<file path="config.mk">
export PLATFORM = sky130hd
export DESIGN_NAME = adcseq_core
export DESIGN_NICKNAME = d
export VERILOG_FILES = /design/src/verilog/adcseq_timer.v /design/src/verilog/adcseq_core.v
export VERILOG_INCLUDE_DIRS = /design/src /design/src/inc
export SDC_FILE = /design/constraint.sdc
export NUM_CORES = 1
export LEC_CHECK = 0
export ABC_CLOCK_PERIOD_IN_PS = 2000
export BUFFER_PORTS_ARGS = -buffer_cell sky130_fd_sc_hd__buf_4
export CAP_MARGIN = 25
export CORE_ASPECT_RATIO = 1.25
export CORE_MARGIN = 2
export CORE_UTILIZATION = 49
export DETAILED_ROUTE_END_ITERATION = 8
export PLACE_DENSITY = 0.77
export SKIP_LAST_GASP = 1
export SLEW_MARGIN = 15
export SYNTH_ARGS = -nofsm -noshare
export SYNTH_HDL_FRONTEND = slang
export SYNTH_HIERARCHICAL = 1
export SYNTH_SLANG_ARGS = --single-unit
</file>
<file path="constraint.sdc">
create_clock -name core_clk -period 2 [get_ports core_clk]
set_clock_uncertainty 0.2 [all_clocks]
set_input_delay 0.2 -clock core_clk [delete_from_list [all_inputs] [get_ports core_clk]]
set_output_delay 0.2 -clock core_clk [all_outputs]
set_load 0.01 [all_outputs]
</file>
<file path="src/inc/adcseq_map.vh">
// constant map of the adc conversion sequencer: offsets, fields, resets, timings
`ifndef ADCSEQ_MAP_VH
`define ADCSEQ_MAP_VH
// ==========================================================
// register byte offsets
`define ADCSEQ_OFF_CTL0 12'h000
`define ADCSEQ_OFF_CTL1 12'h004
`define ADCSEQ_OFF_STATUS 12'h008
`define ADCSEQ_OFF_IRQ_STAT 12'h00c
`define ADCSEQ_OFF_IRQ_MASK 12'h010
`define ADCSEQ_OFF_RESULT 12'h014
`define ADCSEQ_OFF_SAMPLE 12'h018
// ==========================================================
// converter_control_zero fields
`define ADCSEQ_C0_ENABLE 0
`define ADCSEQ_C0_POWER 1
`define ADCSEQ_C0_START 2
// converter_control_one fields
`define ADCSEQ_C1_PULSE 0
`define ADCSEQ_C1_TRIGSRC 1
`define ADCSEQ_C1_SEQ_LO 2
`define ADCSEQ_C1_SEQ_HI 3
`define ADCSEQ_C1_VR_LO 4
`define ADCSEQ_C1_VR_HI 7
`define ADCSEQ_C1_LEN_LO 8
`define ADCSEQ_C1_LEN_HI 11
// status fields
`define ADCSEQ_ST_BUSY 0
`define ADCSEQ_ST_HALTED 1
`define ADCSEQ_ST_BADRES 2
// interrupt bits
`define ADCSEQ_IRQ_DONE 0
`define ADCSEQ_IRQ_SEQEND 1
`define ADCSEQ_IRQ_TOV 2
`define ADCSEQ_IRQ_HALT 3
`define ADCSEQ_IRQ_W 4
// ==========================================================
// sequence modes
`define ADCSEQ_MODE_SINGLE 2'h0
`define ADCSEQ_MODE_SEQ 2'h1
`define ADCSEQ_MODE_RPT_SINGLE 2'h2
`define ADCSEQ_MODE_RPT_SEQ 2'h3
// ==========================================================
// reset values and timing
`define ADCSEQ_RST_SAMPLE 8'h04
`define ADCSEQ_MIN_EXT_SAMPLE 8'h06
`define ADCSEQ_CONV_CYCLES 8'h0e
`endif

</file>
<file path="src/verilog/adcseq_timer.v">
// sample-then-convert cycle counter of the adc sequencer
`timescale 1ns/100ps
`default_nettype none
module adcseq_timer #(
  parameter W = 8
) (
  // clock and reset
  input wire core_clk,
  input wire reset_n,
  input wire clk_en,
  // control
  input wire start,
  input wire abort,
  input wire [W-1:0] sample_cycles,
  input wire [W-1:0] conv_cycles,
  // status
  output reg running,
  output reg sampling,
  output reg done
);
  reg [W-1:0] count;
  // ==========================================================
  // sample phase followed by conversion phase, done pulses one cycle
  always @(posedge core_clk) begin
    if (!reset_n) begin
      running <= 1'b0;
      sampling <= 1'b0;
      done <= 1'b0;
      count <= {W{1'b0}};
    end else if (clk_en) begin
      done <= 1'b0;
      if (abort) begin
        running <= 1'b0;
        sampling <= 1'b0;
      end else if (start && !running) begin
        running <= 1'b1;
        sampling <= 1'b1;
        count <= (sample_cycles == {W{1'b0}}) ? {{(W-1){1'b0}}, 1'b1} : sample_cycles;
      end else if (running) begin
        if (count > {{(W-1){1'b0}}, 1'b1}) begin
          count <= count - {{(W-1){1'b0}}, 1'b1};
        end else if (sampling) begin
          sampling <= 1'b0;
          count <= conv_cycles;
        end else begin
          running <= 1'b0;
          done <= 1'b1;
        end
      end
    end
  end
endmodule
`default_nettype wire

</file>
<file path="src/verilog/adcseq_core.v">
// adc conversion sequencer with apb registers, dma request and irq
// Function
// - new trigger while busy in sequence or repeat modes halts conversions until recovered
// - timer overflow flag stays clear for triggers that cause the halt
// - sequence modes raise a dma request after every single conversion
// - dma single transfer per conversion, in single modes only with sequence length zero; completion only at sequence end
// - extended mode, unbuffered reference, sample under six cycles gives wrong result
`timescale 1ns/100ps
`default_nettype none
`include "adcseq_map.vh"
module adcseq_core #(
  parameter RES_W = 12
) (
  // clock and reset
  input wire core_clk,
  input wire reset_n,
  input wire clk_en,
  // apb slave
  input wire psel,
  input wire penable,
  input wire pwrite,
  input wire [11:0] paddr,
  input wire [31:0] pwdata,
  output reg [31:0] prdata,
  output reg pready,
  output reg pslverr,
  // trigger timer and analog data
  input wire timer_trigger,
  input wire [RES_W-1:0] analog_code,
  // dma
  output reg dma_req,
  input wire dma_ack,
  output reg [RES_W-1:0] dma_data,
  // interrupt
  output reg irq
);
  // ==========================================================
  // state encodings
  localparam ST_OFF = 4'b0001;
  localparam ST_IDLE = 4'b0010;
  localparam ST_CONV = 4'b0100;
  localparam ST_HALT = 4'b1000;

  reg [3:0] state;
  reg enable_bit;
  reg power_bit;
  reg pulse_bit;
  reg trig_from_timer;
  reg [1:0] seq_mode;
  reg [3:0] vref_sel;
  reg [3:0] seq_len;
  reg [7:0] sample_cycles;
  reg [3:0] seq_pos;
  reg [RES_W-1:0] result;
  reg bad_result;
  reg [`ADCSEQ_IRQ_W-1:0] irq_stat;
  reg [`ADCSEQ_IRQ_W-1:0] irq_mask;
  reg [`ADCSEQ_IRQ_W-1:0] set_ev;
  reg tmr_start;
  reg tmr_abort;
  reg [31:0] next_rdata;
  wire tmr_running;
  wire tmr_sampling;
  wire tmr_done;
  wire access;
  wire wr;
  wire rd;
  wire start_cmd;
  wire trigger;
  wire hazard_mode;
  wire last_in_seq;
  wire risky;

  // ==========================================================
  // unbuffered reference codes, used only by the suspect-result logic
  function vref_unbuffered;
    input [3:0] sel;
    begin
      vref_unbuffered = (sel == 4'h0) || (sel == 4'h2) || (sel == 4'h4) ||
                        (sel == 4'h6) || (sel == 4'hc) || (sel == 4'he);
    end
  endfunction

  // ==========================================================
  // bus decode; reads latch in the first access cycle, writes land on the answer edge
  assign access = psel && penable && !pready;
  assign wr = psel && penable && pready && pwrite;
  assign rd = access && !pwrite;
  assign start_cmd = wr && (paddr == `ADCSEQ_OFF_CTL0) && pwdata[`ADCSEQ_C0_START];
  // trigger source is either the start command or the timer input
  assign trigger = trig_from_timer ? timer_trigger : start_cmd;
  // halting hazard applies to all modes except plain single channel
  assign hazard_mode = (seq_mode != `ADCSEQ_MODE_SINGLE);
  assign last_in_seq = (seq_pos == seq_len);
  // extended mode plus unbuffered ref plus short sample is flagged
  assign risky = !pulse_bit && vref_unbuffered(vref_sel) && (sample_cycles < `ADCSEQ_MIN_EXT_SAMPLE);

  adcseq_timer #(
    .W(8)
  ) u_timer (
    .core_clk(core_clk),
    .reset_n(reset_n),
    .clk_en(clk_en),
    .start(tmr_start),
    .abort(tmr_abort),
    .sample_cycles(sample_cycles),
    .conv_cycles(`ADCSEQ_CONV_CYCLES),
    .running(tmr_running),
    .sampling(tmr_sampling),
    .done(tmr_done)
  );

  // ==========================================================
  // apb response and read mux
  always @* begin
    next_rdata = 32'h0000_0000;
    case (paddr)
      `ADCSEQ_OFF_CTL0: begin
        next_rdata[`ADCSEQ_C0_ENABLE] = enable_bit;
        next_rdata[`ADCSEQ_C0_POWER] = power_bit;
      end
      `ADCSEQ_OFF_CTL1: begin
        next_rdata[`ADCSEQ_C1_PULSE] = pulse_bit;
        next_rdata[`ADCSEQ_C1_TRIGSRC] = trig_from_timer;
        next_rdata[`ADCSEQ_C1_SEQ_HI:`ADCSEQ_C1_SEQ_LO] = seq_mode;
        next_rdata[`ADCSEQ_C1_VR_HI:`ADCSEQ_C1_VR_LO] = vref_sel;
        next_rdata[`ADCSEQ_C1_LEN_HI:`ADCSEQ_C1_LEN_LO] = seq_len;
      end
      `ADCSEQ_OFF_STATUS: begin
        // software polls this busy bit before a manual start
        next_rdata[`ADCSEQ_ST_BUSY] = (state == ST_CONV) || (state == ST_HALT);
        next_rdata[`ADCSEQ_ST_HALTED] = (state == ST_HALT);
        next_rdata[`ADCSEQ_ST_BADRES] = bad_result;
      end
      `ADCSEQ_OFF_IRQ_STAT: next_rdata[`ADCSEQ_IRQ_W-1:0] = irq_stat;
      `ADCSEQ_OFF_IRQ_MASK: next_rdata[`ADCSEQ_IRQ_W-1:0] = irq_mask;
      `ADCSEQ_OFF_RESULT: next_rdata[RES_W-1:0] = result;
      `ADCSEQ_OFF_SAMPLE: next_rdata[7:0] = sample_cycles;
      default: next_rdata = 32'h0000_0000;
    endcase
  end

  always @(posedge core_clk) begin
    if (!reset_n) begin
      pready <= 1'b0;
      pslverr <= 1'b0;
      prdata <= 32'h0000_0000;
    end else if (clk_en) begin
      pready <= access;
      pslverr <= access && (paddr > `ADCSEQ_OFF_SAMPLE || paddr[1:0] != 2'h0);
      prdata <= rd ? next_rdata : 32'h0000_0000;
    end
  end

  // ==========================================================
  // control register writes
  always @(posedge core_clk) begin
    if (!reset_n) begin
      enable_bit <= 1'b0;
      power_bit <= 1'b0;
      pulse_bit <= 1'b0;
      trig_from_timer <= 1'b0;
      seq_mode <= `ADCSEQ_MODE_SINGLE;
      vref_sel <= 4'h0;
      seq_len <= 4'h0;
      sample_cycles <= `ADCSEQ_RST_SAMPLE;
      irq_mask <= {`ADCSEQ_IRQ_W{1'b0}};
    end else if (clk_en && wr) begin
      case (paddr)
        `ADCSEQ_OFF_CTL0: begin
          enable_bit <= pwdata[`ADCSEQ_C0_ENABLE];
          power_bit <= pwdata[`ADCSEQ_C0_POWER];
        end
        `ADCSEQ_OFF_CTL1: begin
          // mode fields only change while conversions are disabled
          if (!enable_bit) begin
            pulse_bit <= pwdata[`ADCSEQ_C1_PULSE];
            trig_from_timer <= pwdata[`ADCSEQ_C1_TRIGSRC];
            seq_mode <= pwdata[`ADCSEQ_C1_SEQ_HI:`ADCSEQ_C1_SEQ_LO];
            vref_sel <= pwdata[`ADCSEQ_C1_VR_HI:`ADCSEQ_C1_VR_LO];
            seq_len <= pwdata[`ADCSEQ_C1_LEN_HI:`ADCSEQ_C1_LEN_LO];
          end
        end
        `ADCSEQ_OFF_IRQ_MASK: irq_mask <= pwdata[`ADCSEQ_IRQ_W-1:0];
        `ADCSEQ_OFF_SAMPLE: sample_cycles <= pwdata[7:0];
        default: irq_mask <= irq_mask;
      endcase
    end
  end

  // ==========================================================
  // conversion state machine
  always @(posedge core_clk) begin
    if (!reset_n) begin
      state <= ST_OFF;
      seq_pos <= 4'h0;
      result <= {RES_W{1'b0}};
      bad_result <= 1'b0;
      dma_req <= 1'b0;
      dma_data <= {RES_W{1'b0}};
      tmr_start <= 1'b0;
      tmr_abort <= 1'b0;
      set_ev <= {`ADCSEQ_IRQ_W{1'b0}};
    end else if (clk_en) begin
      tmr_start <= 1'b0;
      tmr_abort <= 1'b0;
      set_ev <= {`ADCSEQ_IRQ_W{1'b0}};
      if (dma_ack) begin
        dma_req <= 1'b0;
      end
      case (state)
        ST_OFF: begin
          // halt is left only with power and enable both off; power on, enable then restart
          if (power_bit) begin
            state <= ST_IDLE;
          end
        end
        ST_IDLE: begin
          if (!power_bit) begin
            state <= ST_OFF;
          end else if (trigger && (start_cmd ? pwdata[`ADCSEQ_C0_ENABLE] : enable_bit)) begin
            state <= ST_CONV;
            seq_pos <= 4'h0;
            tmr_start <= 1'b1;
          end
        end
        ST_CONV: begin
          if (hazard_mode && trigger) begin
            // overlap kills the sequence; no overflow flag is raised
            state <= ST_HALT;
            tmr_abort <= 1'b1;
            set_ev[`ADCSEQ_IRQ_HALT] <= 1'b1;
          end else if (!trig_from_timer && trigger) begin
            // single mode overlap of a start command is counted as a timer overflow event
            set_ev[`ADCSEQ_IRQ_TOV] <= 1'b1;
          end else if (!enable_bit && !tmr_running) begin
            state <= ST_IDLE;
          end else if (tmr_done) begin
            result <= analog_code;
            bad_result <= risky;
            dma_data <= analog_code;
            set_ev[`ADCSEQ_IRQ_DONE] <= 1'b1;
            // sequence modes request dma after every conversion
            if (seq_mode == `ADCSEQ_MODE_SEQ || seq_mode == `ADCSEQ_MODE_RPT_SEQ || last_in_seq) begin
              dma_req <= 1'b1;
            end
            if (seq_mode == `ADCSEQ_MODE_SINGLE || seq_mode == `ADCSEQ_MODE_RPT_SINGLE || last_in_seq) begin
              set_ev[`ADCSEQ_IRQ_SEQEND] <= 1'b1;
              seq_pos <= 4'h0;
            end else begin
              seq_pos <= seq_pos + 4'h1;
            end
            if (seq_mode == `ADCSEQ_MODE_SINGLE || !enable_bit ||
                (seq_mode == `ADCSEQ_MODE_SEQ && last_in_seq)) begin
              state <= ST_IDLE;
            end else begin
              tmr_start <= 1'b1;
            end
          end
        end
        ST_HALT: begin
          if (!power_bit && !enable_bit) begin
            state <= ST_OFF;
          end
        end
        default: state <= ST_OFF;
      endcase
    end
  end

  // ==========================================================
  // sticky status, cleared by reading it; a new event wins over the clear
  always @(posedge core_clk) begin
    if (!reset_n) begin
      irq_stat <= {`ADCSEQ_IRQ_W{1'b0}};
      irq <= 1'b0;
    end else if (clk_en) begin
      if (rd && paddr == `ADCSEQ_OFF_IRQ_STAT) begin
        irq_stat <= set_ev;
      end else begin
        irq_stat <= irq_stat | set_ev;
      end
      irq <= |((irq_stat | set_ev) & irq_mask);
    end
  end
endmodule
`default_nettype wire

</file>
Word-level counts from Yosys, hierarchy flattened
Cells that the tools add are included.
- flip-flop bits (word level): 104
- output and inout port bits: 48
- $add $sub $neg: 2
- $lt $le $gt $ge: 3
- equality and inequality tests: 32
- multiplexer cells: 70
- bitwise operators: 7
- reduce and logical (&&, ||, !) cells: 59
- operator list (kind ; number):
    4-bit 2-to-1 mux ; 18
    8-bit 2-to-1 mux ; 5
    12-bit by 5-bit == test with 1-bit output, second input constant ; 3
    1-bit 2-to-1 mux ; 34
    12-bit by 4-bit == test with 1-bit output, second input constant ; 2
    1-bit logical AND ; 19
    4-bit one-hot mux with 2 select lines ; 2
    4-bit one-hot mux with 4 select lines ; 1
    2-bit one-hot mux with 7 select lines ; 1
    1-bit logical OR ; 13
    12-bit by 3-bit == test with 1-bit output, second input constant ; 1
    4-bit by 3-bit == test with 1-bit output, second input constant ; 3
    4-bit == test, second input constant ; 3
    12-bit by 5-bit > comparator with 1-bit output, second input constant ; 1
    12-bit zero test ; 1
    12-bit 2-to-1 mux ; 1
    2-bit inequality test, second input constant ; 6
    4-bit one-hot mux with 3 select lines ; 1
    4-bit by 2-bit == test with 1-bit output, second input constant ; 2
    8-bit by 1-bit > comparator with 1-bit output, second input constant ; 1
    8-bit zero test ; 1
    8-bit by 3-bit < comparator with 1-bit output, second input constant ; 1
    4-bit by 1-bit inequality test with 1-bit output, second input constant ; 2
    8-bit AND reduction ; 1
    28 further kinds ; 50

Logic depth before layout (Yosys ltp)
- word-level depth: 10
- gate-level depth with buffers: 8
- gate-level depth less buffers: 6

Cells and area by module
Netlist, hierarchy kept.
- by module, submodules not included (module ; times used ; cells an instance ; area an instance (um^2) ; sequential area each (um^2)):
    adcseq_core ; 1 ; 466 ; 3883.7 ; 1441.4
    adcseq_timer ; 1 ; 101 ; 832.0 ; 220.2

Worst setup path before layout
OpenSTA, ideal clock, no wires.
- path kind: reg-to-reg
- from: register state[3]
- to: register bad_result
- setup time: 68 ps
- arrival: 1817 ps
- data required time: 1732 ps
- setup slack: -85 ps
- cell stages (with the launch flop): 9
- path buffers: 2
- path through: dfxtp_1 -> buf_2 -> nor4b_4 -> o2111a_1 -> nand2_1 -> nor2_4 -> buf_2 -> nand3_1 -> a21oi_2
- cells in the longest elaborated chain, start to end: 2
- RTL lines (item ; line ; RTL):
    start, declared ; adcseq_core.v:44 ; reg [3:0] state;
    start signal, assigned ; adcseq_core.v:195 ; state <= ST_OFF;
    start signal, assigned ; adcseq_core.v:215 ; state <= ST_IDLE;
    start signal, assigned ; adcseq_core.v:220 ; state <= ST_OFF;
    4-bit by 3-bit == test with 1-bit output ; adcseq_core.v:211 ; case (state)
    6-bit AND reduction (no line) ; n/a ;
    end signal, assigned ; adcseq_core.v:240 ; bad_result <= risky;
    end, declared ; adcseq_core.v:55 ; reg bad_result;
No other way between the ends.
A chain may end at the register's enable or synchronous reset.

Final worst setup path
- from: register seq_mode[1]
- to: register result[5]
- cells in the longest elaborated chain, start to end: 4
- RTL lines (item ; line ; RTL):
    start, declared ; adcseq_core.v:49 ; reg [1:0] seq_mode;
    start signal, assigned ; adcseq_core.v:163 ; seq_mode <= `ADCSEQ_MODE_SINGLE;
    start signal, assigned ; adcseq_core.v:179 ; seq_mode <= pwdata[`ADCSEQ_C1_SEQ_HI:`ADCSEQ_C1_SEQ_LO];
    2-bit nonzero test (no line) ; n/a ;
    1-bit logical AND ; adcseq_core.v:228 ; if (hazard_mode && trigger) begin
    1-bit inverter (no line) ; n/a ;
    6-bit AND reduction (no line) ; n/a ;
    end signal, assigned ; adcseq_core.v:197 ; result <= {RES_W{1'b0}};
    end signal, assigned ; adcseq_core.v:239 ; result <= analog_code;
    end, declared ; adcseq_core.v:54 ; reg [RES_W-1:0] result;
No other way between the ends.

==> metrics <==
most instantiated library cell after synthesis sky130_fd_sc_hd__nand2_1; # DRC 0; overall global routing resource usage 28.8%; max_cap viols 0; clock root buffer master sky130_fd_sc_hd__clkbuf_16; TritonCTS clock tree done; power density normalized to cell area 584 nW/um^2; top cells by area, synth sky130_fd_sc_hd__dfxtp_1, sky130_fd_sc_hd__nand2_1, sky130_fd_sc_hd__mux2i_1; time the worst path needs with I/O delays and setup 2.10 ns; fraction of final layout cells sized beyond drive strength 1 36.8%; nature of the critical path endpoint register; total overflow reported by the global router 0; post-synthesis sequential area ratio 35.2%; antenna violation net count after detailed routing 0; Synth Flop Type sky130_fd_sc_hd__dfxtp_1; kind of path behind the tightest hold check input pin to register; first-pass GRT wire length 24.0 mm; layout filler cell count 671; per-cell via count in the routed design 5.89; count of final max-slew check failures 0; hold violation count in the final report 0; Register-to-Register Setup Slack -0.10 ns; cell area after layout 6880 sq um; die width 91.7 um; static leakage power 2.71 nW; biggest area consumer among synthesized cells sky130_fd_sc_hd__dfxtp_1; synthesis-to-layout area growth 46.0%; HPWL reported at the end of detailed placement 10.4 mm; per-cell routed wire length 18.6 um; die height 114 um; violated checks setup timing; Post-synth top cells sky130_fd_sc_hd__nand2_1, sky130_fd_sc_hd__dfxtp_1, sky130_fd_sc_hd__a21oi_1; pin count of the biggest net entering global routing 58; highest attainable clock frequency 475 MHz; Setup-failing EPs final 13; post-synth cell types 85; Antenna Cells 0; share of Yosys cell area claimed by the top area cell type 35.2%; Worst-Skew Late Latency 0.34 ns; Worst Setup Path Type register to register; mean instance size in the synthesized netlist 8.32 sq um; top-level I/O count 112; drt first pass iters 7; Post-Route Hold Slack 0.0219 ns; total number of vias 5133; total cell area at the placement stage 5850 sq um; number of global-route vias before repair 4938; NumNets Final 807; clock transition at the register clock pins on the worst setup and hold paths after CTS 0.06 ns; cell breakdown of the critical path o211ai_1 > o2111a_2 > nand2_2 > nor2_4 > buf_12 > mux2i_1 > nor2_1; Detailed Route Iter0 Violations 484; pre-CTS setup slack -0.206 ns; run status complete, but fails checks; H-tree depth 3; full die area 10400 sq um; maximum net fanout on the critical path 6; multi-input gate area in the final layout 3120 sq um; combined area of all synthesized cells 4720 sq um; maximum single-stage delay on the critical path 0.39 ns; Yosys Warn Count 6; startpoint type of the worst setup path register; CORE AREA 9510 sq um; actual slew at the worst max-slew pin 0.681 ns; global placement routability congestion 0.943; Storage cell area 1680 sq um; count of flip-flops with a built-in enable after synthesis 0; # rows 40; Synth async-reset ratio 0%; CP Data Arrival Time 2.10 ns; starting density of the core 49.6%; Port-buffer cells 71; final critical-path share of the clock period 105%; setup repair after global routing missed its margin yes; Crit-path slowest cell sky130_fd_sc_hd__o211ai_1; post-synthesis instance total 567; critical path required time 1.99 ns; number of storage elements in the synthesis netlist 83; number of buffers created by CTS 9; final wirelength 16.2 mm; antenna violations before repair 0; worst-case headroom to the max-slew limit 54.6%; Clock Tree Buf Depth 2; Worst Slack Setup Final -0.105 ns; Clock Sink Count 83; post-route setup TNS -0.437 ns; worst vdd rail ir drop 0.588 mV
==> cell type report <==
type	count	share of cell area [%]
multi-input combinational	451	45.4
clock buffer	10	3.33
timing repair buffer	189	23.3
tap	126	2.29
sequential	83	24.3
clock inverter	6	0.963
inverter	6	0.364
==> critical path, delay by kind of cell (launching register included) <==
| family | cells | cell delay, ns |
|---|---|---|
| muxes | 1 | 0.25 |
| AOI/OAI and AO/OA | 2 | 0.70 |
| and+or+nand+nor | 3 | 0.32 |
| DFF | 1 | 0.34 |
| buffers and inverters | 1 | 0.16 |
==> through the flow <==
step / util [%] / power (mW) / std cells
detailed placement: 61.6 / 2.27 / 820
floorplan: - / 2.07 / 593
finish: 72.4 / 4.02 / 871
CTS: 68.3 / 3.95 / 863
global route: 72.4 / 4.15 / 871
global placement: 61.6 / 2.26 / 820
==> registers in the layout, summed over array words and instances (netlist names), 8 cells and up <==
signal / cells
sample_cycles: 8
result: 12
u_timer/count: 8
prdata: 12
==> timing repair <==
item	CTS	global route
setup buffers	2	7
endpoints found under the hold margin	37	0
hold buffers	25	0
setup endpoints to repair	35	60
pin swaps	8	44
cloned	1	1
gates resized for setup	11	75
==> cell families (layout without fill, tap and decap cells) <==
kind of cell	after synthesis	after routing	share of synthesized area, %
adders and majority gates	3	3	0.796
other	2	28	0.159
and+or+nand+nor	238	238	27.3
buffers and inverters	59	211	7.06
muxes	27	27	6.31
xor gates and xnor gates	7	7	1.30
DFF	83	83	35.2
AOI/OAI and AO/OA	148	148	21.8
==> layer usage <==
metal	part of all wire [%]	GRT usage, %
met5	0	0
met4	4.5	14.5
met3	6.7	4.76
met2	52	51.2
met1	37	33.3
==> cells in the final DEF (no fill, tap or decap), drive strengths merged, types with 4 or more instances in the layout <==
cell type    count
buf            163
nand2           97
dfxtp           83
a21oi           53
nor2            44
conb            28
dlygate4sd3     25
mux2i           23
o21ai           21
nor3            14
nand3           14
clkbuf          11
o211ai          10
nor4             8
nand2b           7
nor2b            7
nand4            7
nor3b            7
clkinv           7
o22ai            6
or4              6
a22oi            5
a211oi           5
a31oi            5
and2             5
and3             4
xor2             4
a2bb2oi          4
a32o             4
a311oi           4
inv              4
==> final timing paths <==
check,startpoint,to,cells past startpoint
setup / recovery,seq_mode[1],result[5],7
hold / removal,pwdata[2],sample_cycles[2],4
setup reg to reg,seq_mode[1],result[5],7
hold reg to reg,bad_result,bad_result,2
==> power by group <==
group / internal (mW) / switching [mW]
clock network: 0.970 / 0.685
logic: 0.321 / 0.351
registers: 1.67 / 0.0200
total: 2.96 / 1.06
(Power assumes the default switching activity.)
